File: config.mk
export PLATFORM = sky130hd
export DESIGN_NAME = irtfs_iris_target_sync
export DESIGN_NICKNAME = d
export VERILOG_FILES = /design/src/inc/irtfs_pkg.sv /design/src/logic/irtfs_target_filter.sv /design/src/logic/irtfs_iris_target_sync.sv
export SDC_FILE = /design/constraint.sdc
export NUM_CORES = 1
export LEC_CHECK = 0
export ABC_AREA = 1
export BUFFER_PORTS_ARGS = -buffer_cell sky130_fd_sc_hd__buf_2
export CAP_MARGIN = 10
export CORE_MARGIN = 3
export CORE_UTILIZATION = 50
export DETAILED_ROUTE_END_ITERATION = 10
export GPL_TIMING_DRIVEN = 0
export PLACE_DENSITY = 0.66
export SLEW_MARGIN = 30
export SYNTH_ARGS = -nofsm -noshare
export SYNTH_HDL_FRONTEND = slang
export SYNTH_SLANG_ARGS = --single-unit
File: constraint.sdc
create_clock -name CORE_CLK_IN -period 20.1 [get_ports CORE_CLK_IN]
set_clock_uncertainty 0.2 [all_clocks]
set_input_delay 1.005 -clock CORE_CLK_IN [delete_from_list [all_inputs] [get_ports CORE_CLK_IN]]
set_output_delay 1.005 -clock CORE_CLK_IN [all_outputs]
set_load 0.02 [all_outputs]
File: src/inc/irtfs_pkg.sv
// ==========================================================
// Register map, field layout and timing of the iris target block
package irtfs_pkg;

   // ==========================================================
   // Register addresses on the serial port
   localparam logic [5:0] ADDR_FILTER_CFG = 6'h05;
   localparam logic [5:0] ADDR_STROBE_START = 6'h06;
   localparam logic [5:0] ADDR_STROBE_WIDTH = 6'h07;
   localparam logic [5:0] ADDR_CLOSE_START = 6'h08;
   localparam logic [5:0] ADDR_CLOSE_WIDTH = 6'h09;
   localparam logic [5:0] ADDR_STATUS = 6'h1F;
   localparam logic [15:0] REG_RESET = 16'h0000;

   // ==========================================================
   // Field positions and widths
   localparam int CUTOFF_W = 4;
   localparam int BYPASS_BIT = 4;
   localparam int INVERT_BIT = 5;
   localparam int ENABLE_BIT = 15;
   localparam int START_W = 10;
   localparam int SWIDTH_W = 12;
   localparam int CWIDTH_W = 6;
   localparam int STAT_STROBE_BIT = 0;
   localparam int STAT_CLOSE_BIT = 1;
   localparam int STAT_SBUSY_BIT = 2;
   localparam int STAT_CBUSY_BIT = 3;
   localparam int TARGET_W = 10;
   localparam int PID_W = 16;

   // ==========================================================
   // Serial frame: 6-bit address, read flag, spare bit, 16 data bits, LSB first
   localparam logic [4:0] ADDR_BITS = 5'h08;
   localparam logic [4:0] FRAME_BITS = 5'h18;
   localparam int READ_FLAG_BIT = 6;

   // ==========================================================
   // Timing at 100 MHz; step times are num/3.375 us
   localparam int unsigned CLK_PERIOD_NS = 10;
   localparam int unsigned STEP_DEN_X1000 = 3375;
   localparam int unsigned START_STEP_NUM_US = 68;
   localparam int unsigned WIDTH_STEP_NUM_US = 4;
   localparam int unsigned FILT_SAMPLE_NS = 1000;
   localparam logic [11:0] START_STEP_CYC = 12'(
      (START_STEP_NUM_US * 1000000 / STEP_DEN_X1000 + CLK_PERIOD_NS / 2) / CLK_PERIOD_NS);
   localparam logic [11:0] WIDTH_STEP_CYC = 12'(
      (WIDTH_STEP_NUM_US * 1000000 / STEP_DEN_X1000 + CLK_PERIOD_NS / 2) / CLK_PERIOD_NS);
   localparam logic [11:0] FILT_SAMPLE_CYC = 12'(FILT_SAMPLE_NS / CLK_PERIOD_NS);

   typedef enum logic [1:0] {S_IDLE, S_DELAY, S_WIDTH} irtfs_strobe_t;
   typedef enum logic [1:0] {C_IDLE, C_DELAY, C_COUNT, C_TAIL} irtfs_close_t;

endpackage

File: src/logic/irtfs_target_filter.sv
`timescale 1ns/1ps
// ==========================================================
// First-order low-pass on the iris target, sampled at 1 MHz
module irtfs_target_filter (
   input wire logic clk_in,
   input wire logic rst_in,
   input wire logic [irtfs_pkg::TARGET_W-1:0] target_in,
   input wire logic [irtfs_pkg::CUTOFF_W-1:0] cutoff_in,
   input wire logic bypass_in,
   output logic [irtfs_pkg::TARGET_W-1:0] target_out
);
   import irtfs_pkg::*;

   typedef struct packed {
      logic [11:0] div;
      logic [25:0] acc;
      logic [TARGET_W-1:0] out;
   } irtfs_filt_t;

   irtfs_filt_t s_r;
   irtfs_filt_t s_nxt;
   logic signed [26:0] diff;
   logic signed [39:0] prod;

   // Gain 2*pi*fc/fs scaled by 65536
   function automatic logic [11:0] coef(input logic [CUTOFF_W-1:0] code);
      unique case (code)
         4'h0: coef = 12'h086;
         4'h1: coef = 12'h10C;
         4'h2: coef = 12'h217;
         4'h3: coef = 12'h42F;
         4'h4: coef = 12'h010;
         4'h5: coef = 12'h015;
         4'h6: coef = 12'h01A;
         4'h7: coef = 12'h021;
         4'h8: coef = 12'h029;
         4'h9: coef = 12'h033;
         4'hA: coef = 12'h042;
         4'hB: coef = 12'h052;
         4'hC: coef = 12'h067;
         default: coef = 12'h086; // Reserved codes fall back to 325 Hz
      endcase
   endfunction

   assign diff = $signed({1'b0, target_in, 16'h0000}) - $signed({1'b0, s_r.acc});
   assign prod = diff * $signed({1'b0, coef(cutoff_in)});

   always_comb begin
      s_nxt = s_r;
      s_nxt.div = (s_r.div == FILT_SAMPLE_CYC - 12'h001) ? 12'h000 : s_r.div + 12'h001;
      if (s_r.div == FILT_SAMPLE_CYC - 12'h001) begin
         s_nxt.acc = 26'($signed({1'b0, s_r.acc}) + $signed(prod[39:16]));
      end
      if (bypass_in) begin
         s_nxt.acc = {target_in, 16'h0000};
         s_nxt.out = target_in;
      end else begin
         s_nxt.out = s_nxt.acc[25:16];
      end
   end

   always_ff @(posedge clk_in or posedge rst_in) begin
      if (rst_in) begin
         s_r <= '0;
      end else begin
         s_r <= s_nxt;
      end
   end

   assign target_out = s_r.out;
endmodule // irtfs_target_filter

File: src/logic/irtfs_iris_target_sync.sv
`timescale 1ns/1ps
module irtfs_iris_target_sync (
   input wire logic CORE_CLK_IN,
   input wire logic RST_IN,
   input wire logic SERIAL_CLK_IN,
   input wire logic SERIAL_CS_IN,
   input wire logic SERIAL_DATA_IN,
   output logic SERIAL_DATA_OUT,
   output logic SERIAL_DATA_OE_N_OUT,
   input wire logic VIDEO_VERTICAL_SYNC_IN,
   input wire logic [irtfs_pkg::TARGET_W-1:0] IRIS_TARGET_IN,
   output logic [irtfs_pkg::TARGET_W-1:0] TARGET_FILTERED_OUT,
   input wire logic signed [irtfs_pkg::PID_W-1:0] PID_ACTION_IN,
   output logic signed [irtfs_pkg::PID_W-1:0] PID_ACTION_OUT,
   output logic STROBE_OUT,
   output logic CLOSE_OUT
);
   import irtfs_pkg::*;

   typedef struct packed {
      logic [1:0] vs_sync;
      logic vs_prev;
      logic [1:0] sclk_sync;
      logic sclk_prev;
      logic [1:0] cs_sync;
      logic [1:0] sin_sync;
      logic [4:0] bit_cnt;
      logic [23:0] shift;
      logic rd_mode;
      logic [15:0] rd_shift;
      logic sout;
      logic sout_oe_n;
      logic [CUTOFF_W-1:0] f_cutoff;
      logic f_bypass;
      logic f_invert;
      logic [START_W-1:0] s_start;
      logic [SWIDTH_W-1:0] s_width;
      logic s_en;
      logic [START_W-1:0] c_start;
      logic [CWIDTH_W-1:0] c_width;
      logic c_en;
      logic [START_W-1:0] c_start_sh;
      logic [CWIDTH_W-1:0] c_width_sh;
      irtfs_strobe_t st;
      logic [SWIDTH_W-1:0] s_cnt;
      logic [11:0] s_div;
      irtfs_close_t c_st;
      logic [START_W-1:0] c_cnt;
      logic [11:0] c_div;
      logic [CWIDTH_W-1:0] c_rises;
      logic strobe_q;
      logic close_q;
      logic signed [PID_W-1:0] pid_q;
   } irtfs_state_t;

   irtfs_state_t s_r;
   irtfs_state_t s_nxt;
   logic vs_rise;
   logic vs_fall;
   logic sclk_rise;
   logic sclk_fall;
   logic strobe_go;
   logic close_go;
   logic [7:0] rd_addr;
   logic [15:0] rd_word;
   logic [7:0] wr_addr;
   logic [15:0] wr_data;

   // ==========================================================
   // Edge detection on synchronised pins
   assign vs_rise = s_r.vs_sync[1] & ~s_r.vs_prev;
   assign vs_fall = ~s_r.vs_sync[1] & s_r.vs_prev;
   assign sclk_rise = s_r.sclk_sync[1] & ~s_r.sclk_prev;
   assign sclk_fall = ~s_r.sclk_sync[1] & s_r.sclk_prev;
   assign strobe_go = s_r.s_en && (s_r.s_start != '0) && (s_r.s_width != '0);
   assign close_go = s_r.c_en && (s_r.c_start != '0) && (s_r.c_width != '0);
   assign rd_addr = {s_r.sin_sync[1], s_r.shift[23:17]};
   // Frame as it stands after the shift of the current bit, read from registers only
   assign wr_addr = s_r.shift[8:1];
   assign wr_data = {s_r.sin_sync[1], s_r.shift[23:9]};

   // ==========================================================
   // Register read mux
   always_comb begin
      rd_word = REG_RESET;
      unique case (rd_addr[5:0])
         ADDR_FILTER_CFG: begin
            rd_word[CUTOFF_W-1:0] = s_r.f_cutoff;
            rd_word[BYPASS_BIT] = s_r.f_bypass;
            rd_word[INVERT_BIT] = s_r.f_invert;
         end
         ADDR_STROBE_START: rd_word[START_W-1:0] = s_r.s_start;
         ADDR_STROBE_WIDTH: begin
            rd_word[SWIDTH_W-1:0] = s_r.s_width;
            rd_word[ENABLE_BIT] = s_r.s_en;
         end
         ADDR_CLOSE_START: rd_word[START_W-1:0] = s_r.c_start;
         ADDR_CLOSE_WIDTH: begin
            rd_word[CWIDTH_W-1:0] = s_r.c_width;
            rd_word[ENABLE_BIT] = s_r.c_en;
         end
         ADDR_STATUS: begin
            rd_word[STAT_STROBE_BIT] = s_r.strobe_q;
            rd_word[STAT_CLOSE_BIT] = s_r.close_q;
            rd_word[STAT_SBUSY_BIT] = (s_r.st != S_IDLE);
            rd_word[STAT_CBUSY_BIT] = (s_r.c_st != C_IDLE);
         end
         default: rd_word = REG_RESET;
      endcase
   end

   always_comb begin
      s_nxt = s_r;
      s_nxt.vs_sync = {s_r.vs_sync[0], VIDEO_VERTICAL_SYNC_IN};
      s_nxt.vs_prev = s_r.vs_sync[1];
      s_nxt.sclk_sync = {s_r.sclk_sync[0], SERIAL_CLK_IN};
      s_nxt.sclk_prev = s_r.sclk_sync[1];
      s_nxt.cs_sync = {s_r.cs_sync[0], SERIAL_CS_IN};
      s_nxt.sin_sync = {s_r.sin_sync[0], SERIAL_DATA_IN};

      // ==========================================================
      // Serial port: shift on clock rise, drive read data on clock fall
      if (!s_r.cs_sync[1]) begin
         s_nxt.bit_cnt = 5'h00;
         s_nxt.rd_mode = 1'b0;
         s_nxt.sout_oe_n = 1'b1;
      end else if (sclk_rise && s_r.bit_cnt != FRAME_BITS) begin
         s_nxt.shift = {s_r.sin_sync[1], s_r.shift[23:1]};
         s_nxt.bit_cnt = s_r.bit_cnt + 5'h01;
         if (s_nxt.bit_cnt == ADDR_BITS && s_nxt.shift[16 + READ_FLAG_BIT]) begin
            s_nxt.rd_mode = 1'b1;
            s_nxt.rd_shift = rd_word;
         end
         if (s_nxt.bit_cnt == FRAME_BITS && !s_r.rd_mode) begin
            unique case (wr_addr[5:0])
               ADDR_FILTER_CFG: begin
                  s_nxt.f_cutoff = wr_data[CUTOFF_W-1:0];
                  s_nxt.f_bypass = wr_data[BYPASS_BIT];
                  s_nxt.f_invert = wr_data[INVERT_BIT];
               end
               ADDR_STROBE_START: s_nxt.s_start = wr_data[START_W-1:0];
               ADDR_STROBE_WIDTH: begin
                  s_nxt.s_width = wr_data[SWIDTH_W-1:0];
                  s_nxt.s_en = wr_data[ENABLE_BIT];
               end
               ADDR_CLOSE_START: s_nxt.c_start = wr_data[START_W-1:0];
               ADDR_CLOSE_WIDTH: begin
                  s_nxt.c_width = wr_data[CWIDTH_W-1:0];
                  s_nxt.c_en = wr_data[ENABLE_BIT];
               end
               default: s_nxt.bit_cnt = FRAME_BITS;
            endcase
         end
      end else if (sclk_fall && s_r.rd_mode) begin
         s_nxt.sout = s_r.rd_shift[0];
         s_nxt.rd_shift = {1'b0, s_r.rd_shift[15:1]};
         s_nxt.sout_oe_n = 1'b0;
      end

      // ==========================================================
      // Strobe pulse: delay steps then width steps
      unique case (s_r.st)
         S_IDLE: begin
         end
         S_DELAY: begin
            s_nxt.s_div = s_r.s_div + 12'h001;
            if (s_r.s_div == START_STEP_CYC - 12'h001) begin
               s_nxt.s_div = 12'h000;
               s_nxt.s_cnt = s_r.s_cnt - 12'h001;
               if (s_r.s_cnt == 12'h001) begin
                  s_nxt.st = S_WIDTH;
                  s_nxt.s_cnt = s_r.s_width;
               end
            end
         end
         S_WIDTH: begin
            s_nxt.s_div = s_r.s_div + 12'h001;
            if (s_r.s_div == WIDTH_STEP_CYC - 12'h001) begin
               s_nxt.s_div = 12'h000;
               s_nxt.s_cnt = s_r.s_cnt - 12'h001;
               if (s_r.s_cnt == 12'h001) begin
                  s_nxt.st = S_IDLE;
               end
            end
         end
      endcase
      if (vs_rise && strobe_go) begin
         s_nxt.st = S_DELAY;
         s_nxt.s_cnt = SWIDTH_W'(s_r.s_start);
         s_nxt.s_div = 12'h000;
      end
      if (!strobe_go) begin
         s_nxt.st = S_IDLE;
      end
      s_nxt.strobe_q = (s_nxt.st == S_WIDTH);

      // ==========================================================
      // Full-close pulse: delay steps, then counted sync rises
      unique case (s_r.c_st)
         C_IDLE: begin
            s_nxt.c_start_sh = s_r.c_start;
            s_nxt.c_width_sh = s_r.c_width;
            if (vs_rise && close_go) begin
               s_nxt.c_st = C_DELAY;
               s_nxt.c_cnt = s_r.c_start;
               s_nxt.c_div = 12'h000;
            end
         end
         C_DELAY: begin
            s_nxt.c_div = s_r.c_div + 12'h001;
            if (s_r.c_div == START_STEP_CYC - 12'h001) begin
               s_nxt.c_div = 12'h000;
               s_nxt.c_cnt = s_r.c_cnt - 10'h001;
               if (s_r.c_cnt == 10'h001) begin
                  s_nxt.c_st = C_COUNT;
                  s_nxt.c_rises = 6'h00;
               end
            end
         end
         C_COUNT: begin
            if (vs_rise) begin
               s_nxt.c_rises = s_r.c_rises + 6'h01;
               if (s_nxt.c_rises == s_r.c_width_sh) begin
                  s_nxt.c_st = C_TAIL;
               end
            end
         end
         C_TAIL: begin
            if (vs_fall) begin
               s_nxt.c_st = C_IDLE;
            end
         end
      endcase
      if (!s_r.c_en) begin
         s_nxt.c_st = C_IDLE;
      end
      s_nxt.close_q = (s_nxt.c_st == C_COUNT) || (s_nxt.c_st == C_TAIL);

      // ==========================================================
      // Control polarity, saturating the one value with no negative
      if (s_r.f_invert) begin
         s_nxt.pid_q = (PID_ACTION_IN == 16'sh8000) ? 16'sh7FFF : -PID_ACTION_IN;
      end else begin
         s_nxt.pid_q = PID_ACTION_IN;
      end
   end

   always_ff @(posedge CORE_CLK_IN or posedge RST_IN) begin
      if (RST_IN) begin
         s_r <= '0;
         s_r.sout_oe_n <= 1'b1;
      end else begin
         s_r <= s_nxt;
      end
   end

   irtfs_target_filter irtfs_target_filter_inst (
      .clk_in(CORE_CLK_IN),
      .rst_in(RST_IN),
      .target_in(IRIS_TARGET_IN),
      .cutoff_in(s_r.f_cutoff),
      .bypass_in(s_r.f_bypass),
      .target_out(TARGET_FILTERED_OUT)
   );

   assign SERIAL_DATA_OUT = s_r.sout;
   assign SERIAL_DATA_OE_N_OUT = s_r.sout_oe_n;
   assign STROBE_OUT = s_r.strobe_q;
   assign CLOSE_OUT = s_r.close_q;
   assign PID_ACTION_OUT = s_r.pid_q;
endmodule // irtfs_iris_target_sync

==> results of run 1 <==
layout by cell type (no fill, tap or decap), drive strengths merged, types with 9 or more instances in the layout:
master	synthesis	routed
nor3	59	59
clkinv	5	15
nor2	345	345
nand4	30	30
xnor2	18	18
o221ai	9	9
dfrtp	220	220
ha	136	136
xor2	48	48
or2	20	20
fa	260	260
inv	681	682
nand3	109	109
nor4	17	17
o21ai	191	191
a21oi	121	121
nand2	712	712
clkbuf	47	79
o22ai	54	54
buf	41	104
routing by layer:
metal	routed length [um]	GRT usage (%)
met5	13	0
met4	1900	7.28
met3	5640	4.54
met2	29500	42.0
met1	31300	41.4
sequential cells by signal (all words and copies together) (netlist names):
signal and flops:
CLOSE_OUT 1, PID_ACTION_OUT 16, SERIAL_DATA_OE_N_OUT 1, SERIAL_DATA_OUT 1, STROBE_OUT 1, irtfs_target_filter_inst.s_r 29
irtfs_target_filter_inst.target_out 9, rd_addr 8, s_nxt 6, s_r 149
stage by stage:
stage                     setup WS, ns  total power, W  hold slack (ns)  util [%]
after floorplan                  12.00        0.000687            0.131         -
after global placement           10.08        0.000772            0.133      53.2
after detailed placement         10.13        0.000777            0.136      53.4
after CTS                        10.17         0.00125            0.155      55.2
after global routing              9.25         0.00132            0.165      55.2
final                             9.99         0.00125            0.151      55.2
how the worst max path moves through the flow:
stage                                                         to  slack, ns  depth (start not counted)
final                     irtfs_target_filter_inst.target_out[7]       9.99                         42
after global routing      irtfs_target_filter_inst.target_out[7]       9.25                         42
after CTS                 irtfs_target_filter_inst.target_out[7]      10.17                         42
after detailed placement  irtfs_target_filter_inst.target_out[7]      10.13                         39
after global placement          irtfs_target_filter_inst.s_r[22]      10.08                          2
after floorplan           irtfs_target_filter_inst.target_out[3]      12.00                         36
cells by family after synthesis:
family / count (synthesis) / share of synthesized area (%)
xor gates and xnor gates: 66 / 2.59
DFF: 221 / 23.2
AOI/OAI and AO/OA: 428 / 10.1
adders and majority gates: 396 / 28.9
muxes: 1 / 0.0472
and+or+nand+nor: 1300 / 22.5
buffers and inverters: 774 / 12.7
area by class of cell:
class,instances,area (um2),area share [%]
clock inverters,15,144,0.556
flip-flops and latches,221,5530,21.4
clock buffers,32,713,2.76
multi-input cells,2191,15300,59.2
plain buffers,88,458,1.77
well taps,607,759,2.94
repair buffers,63,360,1.39
inverters,686,2580,9.99
power breakdown:
group / internal (W) / switching (W) / total, W
sequential: 0.000452 / 0.00000455 / 0.000456
combinational: 0.000103 / 0.000215 / 0.000318
clock: 0.000267 / 0.000205 / 0.000472
total: 0.000822 / 0.000424 / 0.00125
==> metrics, run 1 <==
status=finished clean; Synthesized Nets=3614; R2R Setup Slk=9.99 ns; RR Startpoint=irtfs_target_filter_inst.s_r[10]; dominant synthesized flop cell=dfrtp_1; fin crit period=10.11 ns; DR vias/cell=5.42; vias in the first global route=20900; die width=225 um; largest net degree at the start of global routing=82; Post-Route Setup TNS=0 ns; Final HPWL DP=55.7 mm; reg-to-reg endpoint=irtfs_target_filter_inst.target_out[7]; clk root buf=clkbuf_16; hold depth=0; Total GRT Usage=27.7%; mapped cell area=0.0239 mm2; CP max stage cell=dfrtp_1; CTS max path bufs=3; GRT overflow=0; RSZ-0062 raised after global routing=false; starting density of the core=51.0%; Starting DRT DRC Count=1882; placed cells=3856; Die Ht=225 um; Largest stage delay, worst path=0.60 ns; CTS Buf Count=26; layout cells sized above 1=6.10%; Worst Path Arrival=10.36 ns; Post-CTS Hold Fix Bufs=0; Total Routed Length=68.3 mm; number of flops mapped to enable cells by yosys=0; Setup CP Type=register to register; number of max-cap violations=0; # clock sinks=221; H-tree levels=1; Max Fclk=98.9 MHz; top-count cell post-synth=nand2_1; first-pass GRT wire length=111 mm; gpl congestion=0.995; Slew HR=31.8%; Vias=21200; die area=0.0504 mm2; core box area=0.0469 mm2; Syn Area/Cell=7.50 um2; initial antenna violation count=1; Max VDD drop=0.0000633 V; largest area contributor in the netlist=dfrtp_1; Setup Fix Bufs, Post-CTS=0; insertion delay to the later sink of the worst-skew pair=0.58 ns; Remaining DRCs=0; Slew Viols, Final=0; critical-path maximum fanout=10; clock-pin slew on the worst setup and hold paths=0.06 ns; Non-Filler Instances=3903; Row Count=79; Hold Path Origin=s_nxt[185]; worst hold path type=register to register; commonest cells in the netlist=nand2_1 (711), inv_1 (673), nor2_1 (342); nature of the critical path endpoint=register; Min-Delay Endpoint=rd_addr[7]; Area after DPL=0.0250 mm2; Port Buffer Count=61; area grow syn2layout=8.33%; Post-Syn Instances=3186; Seq cells post-synth=221; DR pass1 iterations=5; Crit path top cell by count=inv_1; Leak Pwr=13.1 nW; Synth area leaders=dfrtp_1 (23%), fa_1 (22%), nand2_1 (11%), inv_1 (11%), ha_1 (7.1%); cell count of the worst reg-to-reg path=42; Worst setup startpoint=irtfs_target_filter_inst.s_r[10]; post-cts sizing count=0; ANT nets after route=0; fillcell total=4541; # diodes=0; io pins=62; CTS tree=built; Yosys Warn Count=0; final hold viol count=0; Distinct cells, synth=62; Post-synth ARST share=100%; delay-heaviest family, CP=adder cells; worst path required time=20.35 ns; Power Density=48.2 mW/mm2; top-area cell type share of the netlist area=23.1%; CP startpoint kind=register; sequential cell area fraction in the yosys report=23.2%; final instance area=0.0259 mm2; worst slew pin tran=1.02 ns; Worst Path Buf+Inv=10; drt wl/cell=17.5 um; Final nets=3705; Final period util=50.3%; Final Setup Violations=0
Power figures use the tool's default switching activity.
==> run 2: changes to the inputs <==
clock period = 10.4 ns   (was 20.1 ns; I/O delays follow)
==> metrics, run 2 (synthesis gave the netlist of run 1 again) <==
Largest stage delay, worst path=0.56 ns (-0.04 ns); final instance area=0.0260 mm2 (+0.55%); CP startpoint kind=register; status=finished clean; DR pass1 iterations=6 (+1); Total GRT Usage=27.7% (+0.079 points); Final HPWL DP=55.7 mm (unchanged); CTS max path bufs=3 (unchanged); Final Setup Violations=0 (unchanged); CTS tree=built; Die Ht=225 um (unchanged); worst slew pin tran=0.980 ns (-0.0363 ns); ANT nets after route=0 (unchanged); Crit path top cell by count=inv_1; clock-pin slew on the worst setup and hold paths=0.06 ns (about the same); Place WS=0.506 ns (-9.62 ns); Starting DRT DRC Count=1783 (-5.3%); Non-Filler Instances=3917 (+0.36%); Vias=21200 (+0.061%); starting density of the core=51.0% (unchanged); Port Buffer Count=61 (unchanged); Power Density=92.9 mW/mm2 (+93%); clk root buf=clkbuf_16; H-tree levels=1 (unchanged); Worst Path Arrival=9.68 ns (-0.68 ns); Setup CP Type=register to register; final hold viol count=0 (unchanged); io pins=62 (unchanged); DR vias/cell=5.41 (-0.30%); Max VDD drop=0.000123 V (+94%); placed cells=3856 (unchanged); most common cell after layout, fill and taps aside=nand2_1; Fin Hold WS=0.0252 ns (-0.126 ns); first-pass GRT wire length=111 mm (+0.31%); nature of the critical path endpoint=register; Max Fclk=106 MHz (+7.3%); largest net degree at the start of global routing=82 (unchanged); GRT overflow=0 (unchanged); CTS Buf Count=26 (unchanged); Final nets=3719 (+0.38%); fin crit period=9.42 ns (-0.686 ns); Top reg by flops=s_r; Final period util=90.6% (+40 points); die width=225 um (unchanged); number of max-cap violations=0 (unchanged); gpl congestion=0.995 (unchanged); Largest register FFs=149 (unchanged); Remaining DRCs=0 (unchanged); CP max stage cell=xor2_2; core box area=0.0469 mm2 (unchanged); insertion delay to the later sink of the worst-skew pair=0.58 ns (about the same); worst hold path type=primary input to register; layout cells sized above 1=6.13% (+0.035 points); Row Count=79 (unchanged); post-route setup slack=0.976 ns (-9.01 ns); Area after DPL=0.0250 mm2 (unchanged); # clock sinks=221 (unchanged); vias in the first global route=21000 (+0.37%); Slew HR=34.2% (+2.4 points); Leak Pwr=13.1 nW (+0.44%); Post-Route Setup TNS=0 ns (unchanged); most frequent cells in the layout=nand2_1 (711), inv_1 (672), nor2_1 (342); RSZ-0062 raised after global routing=false; critical-path maximum fanout=8 (-2); fillcell total=4528 (-0.29%); worst path required time=10.65 ns (-9.70 ns); Total Routed Length=68.5 mm (+0.27%); drt wl/cell=17.5 um (about the same); # diodes=0 (unchanged); initial antenna violation count=1 (unchanged); die area=0.0504 mm2 (unchanged); Slew Viols, Final=0 (unchanged); area grow syn2layout=8.92%
[run 2: per-layer routing]
layer	wire length, um	GRT usage, %
met2	29600	42.2
met5	13	0
met1	31600	41.5
met4	1930	7.38
met3	5380	4.55
[run 2: timing repair]
item / 4_1_cts / 5_1_grt
endpoints found under the hold margin: 72 / 0
gates resized for setup: 0 / 3
hold buffers: 13 / 0
setup endpoints to repair: 0 / 5
setup buffers: 0 / 1
[run 2: path summary, 6_finish.rpt]
check / start / to / slack, ns / cells past startpoint
setup / recovery: irtfs_target_filter_inst.s_r[10] / irtfs_target_filter_inst.target_out[7] / 0.98 / 38
hold / removal: PID_ACTION_IN[6] / PID_ACTION_OUT[6] / 0.03 / 3
setup reg to reg: irtfs_target_filter_inst.s_r[10] / irtfs_target_filter_inst.target_out[7] / 0.98 / 38
hold reg to reg: s_nxt[185] / rd_addr[7] / 0.15 / 0
max in group asynchronous: RST_IN / irtfs_target_filter_inst.s_r[41] / 8.85 / 4
min in group asynchronous: RST_IN / PID_ACTION_OUT[14] / 0.33 / 3
[run 2: cell type report]
cell class / instances / area (um2) / area share, %
Timing Repair Buffer: 77 / 498 / 1.91
Multi-Input combinational cell: 2191 / 15300 / 58.9
Inverter: 686 / 2590 / 9.95
Clock buffer: 32 / 713 / 2.74
Sequential cell: 221 / 5530 / 21.3
Buffer: 88 / 458 / 1.76
Tap cell: 607 / 759 / 2.92
Clock inverter: 15 / 144 / 0.553
[run 2: stage by stage]
stage / total power (W) / utilization (%)
2_1_floorplan: 0.00133 / -
3_3_place_gp: 0.00149 / 53.2
3_5_place_dp: 0.00150 / 53.4
4_1_cts: 0.00243 / 55.5
5_1_grt: 0.00256 / 55.5
6_report: 0.00242 / 55.5
[run 2: power breakdown]
group	switching [W]	internal [W]	total (W)
combinational	0.000418	0.000203	0.000621
sequential	0.00000888	0.000873	0.000882
clock	0.000398	0.000516	0.000914
[run 2: critical path, delay by kind of cell (launching register included)]
kind            cells  cell delay [ns]
simple gates       12             1.90
flops               1             0.55
compound gates      8             1.76
xor+xnor            2             0.76
fa+ha+maj           8             3.25
buf+inv             8             0.88
==> run 3: changes to the inputs <==
REMOVE_ABC_BUFFERS = 1   (was default)
SLEW_MARGIN = default   (was 30)
==> metrics, run 3 (synthesis gave the netlist of run 1 again) <==
die area=0.0504 mm2 (unchanged); Port Buffer Count=61 (unchanged); DR vias/cell=5.39 (-0.35%); Non-Filler Instances=3829 (-2.2%); Die Ht=225 um (unchanged); layout cells sized above 1=5.21% (-0.92 points); net switching power=0.000825 W (about the same); Row Count=79 (unchanged); # clock sinks=221 (unchanged); Post-Route Setup TNS=0 ns (unchanged); final hold viol count=0 (unchanged); insertion delay to the later sink of the worst-skew pair=0.56 ns (-0.02 ns); nature of the critical path endpoint=register; RSZ-0062 raised after global routing=false; Slew HR=16.3% (-18 points); first-pass GRT wire length=108 mm (-2.9%); Max VDD drop=0.000121 V (-1.1%); Starting DRT DRC Count=1372 (-23%); Int Power=0.00161 W (+1.4%); CP startpoint kind=register; placed cells=3772 (-2.2%); gpl congestion=0.925 (-7.0%); CTS Buf Count=26 (unchanged); starting density of the core=51.0% (unchanged); Final HPWL DP=52.9 mm (-5.1%); Final Core Density=54.7% (-0.86 points); Top reg by flops=s_r; initial antenna violation count=0 (-1); CTS tree=built; Leak Pwr=12.9 nW (-1.7%); io pins=62 (unchanged); register area=0.00553 mm2 (unchanged); die width=225 um (unchanged); CP max stage cell=o21ai_0; Crit path top cell by count=nand2_1; fin crit period=9.69 ns (+0.261 ns); Setup CP Type=register to register; Clock Power Share=38.4% (+0.6 points); Slew Viols, Final=0 (unchanged); vias in the first global route=20800 (-0.92%); most common cell after layout, fill and taps aside=nand2_1; # diodes=0 (unchanged); Largest register FFs=149 (unchanged); Vias=20600 (-2.6%); Net Sw Frac=33.8% (-0.32 points); Remaining DRCs=0 (unchanged); ANT nets after route=0 (unchanged); Largest stage delay, worst path=0.70 ns (+0.14 ns); area occupied by multi-input gates=0.0153 mm2 (+0.11%); CTS max path bufs=3 (unchanged); critical-path maximum fanout=10 (+2); Max Fclk=103 MHz (-2.7%); Total Routed Length=65.6 mm (-4.2%); most frequent cells in the layout=nand2_1 (711), inv_1 (672), nor2_1 (341); number of max-cap violations=0 (unchanged); clock-pin slew on the worst setup and hold paths=0.06 ns (about the same); clk root buf=clkbuf_16; Final Setup Violations=0 (unchanged); drt wl/cell=17.1 um (-2.0%); Final period util=93.1% (+2.5 points); Total GRT Usage=26.5% (-1.2 points); total power=0.00244 W (+0.89%); GRT overflow=0 (unchanged); H-tree levels=1 (unchanged); worst path required time=10.59 ns (-0.06 ns); status=finished clean; area grow syn2layout=7.23%; DR pass1 iterations=5 (-1); part of the power in combinational logic=25.5% (-0.2 points); worst slew pin tran=1.25 ns (+0.272 ns); worst hold path type=primary input to register; core box area=0.0469 mm2 (unchanged); Power Density=95.2 mW/mm2 (+2.5%); Flop pwr share=36.2% (-0.3 points); fillcell total=4517 (-0.24%); Worst Path Arrival=9.87 ns (+0.19 ns); Final nets=3631 (-2.4%); largest net degree at the start of global routing=117 (+43%)
-- run 3: per-stage QoR --
| stage | instance area (um2) | hold WS (ns) | worst slack [ns] |
|---|---|---|---|
| final | 25600 | 0.0251 | 0.715 |
| after global routing | 25600 | 0.0162 | 0.0692 |
| after CTS | 25600 | 0.000454 | 0.468 |
| after detailed placement | 24600 | 0.136 | 0.507 |
| after global placement | 24500 | 0.133 | 0.358 |
| after floorplan | 23400 | 0.131 | 2.75 |
-- run 3: final timing paths --
path | startpoint | end | slack [ns] | cells after the start
worst max-delay path | irtfs_target_filter_inst.s_r[10] | irtfs_target_filter_inst.target_out[6] | 0.71 | 41
worst min-delay path | IRIS_TARGET_IN[5] | irtfs_target_filter_inst.target_out[5] | 0.03 | 3
worst max register to register | irtfs_target_filter_inst.s_r[10] | irtfs_target_filter_inst.target_out[6] | 0.71 | 41
worst min register to register | s_nxt[193] | s_nxt[191] | 0.15 | 0
max in group asynchronous | RST_IN | irtfs_target_filter_inst.s_r[14] | 8.44 | 4
min in group asynchronous | RST_IN | s_r[22] | 0.45 | 3
-- run 3: routing by layer --
metal / wire [um] / GRT usage (%)
met5: 0 / 0
met4: 2030 / 7.59
met3: 3700 / 3.22
met2: 31000 / 44.2
met1: 28900 / 36.7
-- run 3: worst max-delay path: cells and delay by family (launching register included) --
kind,cells,cell delay [ns]
buffers and inverters,9,0.81
flip-flops,1,0.47
AND/OR/NAND/NOR,18,2.33
AO/OA/AOI/OAI,5,1.83
XOR/XNOR,1,0.19
adder cells (fa/ha/maj),8,3.67
-- run 3: layout make-up --
class / count / share of cell area (%)
multi-input cells: 2191 / 59.9
well taps: 607 / 2.97
clock inverters: 14 / 0.625
inverters: 686 / 10.1
repair buffers: 77 / 2.03
flip-flops and latches: 221 / 21.6
clock buffers: 33 / 2.80
-- run 3: what timing repair did --
| action | CTS | global route |
|---|---|---|
| resized for setup | 0 | 2 |
| hold endpoints to repair | 112 | 0 |
| hold buffers | 9 | 0 |
| endpoints found under the setup margin | 0 | 3 |
| buffers inserted | 0 | 0 |
-- run 3: power groups by stage --
stage          Clock, W  Combinational [W]  Sequential (W)
4_1_cts        0.000953           0.000610        0.000882
3_3_place_gp          0           0.000594        0.000897
3_5_place_dp          0           0.000603        0.000897
6_report       0.000936           0.000622        0.000882
5_1_grt        0.000988           0.000697        0.000883
2_1_floorplan         0           0.000423        0.000900
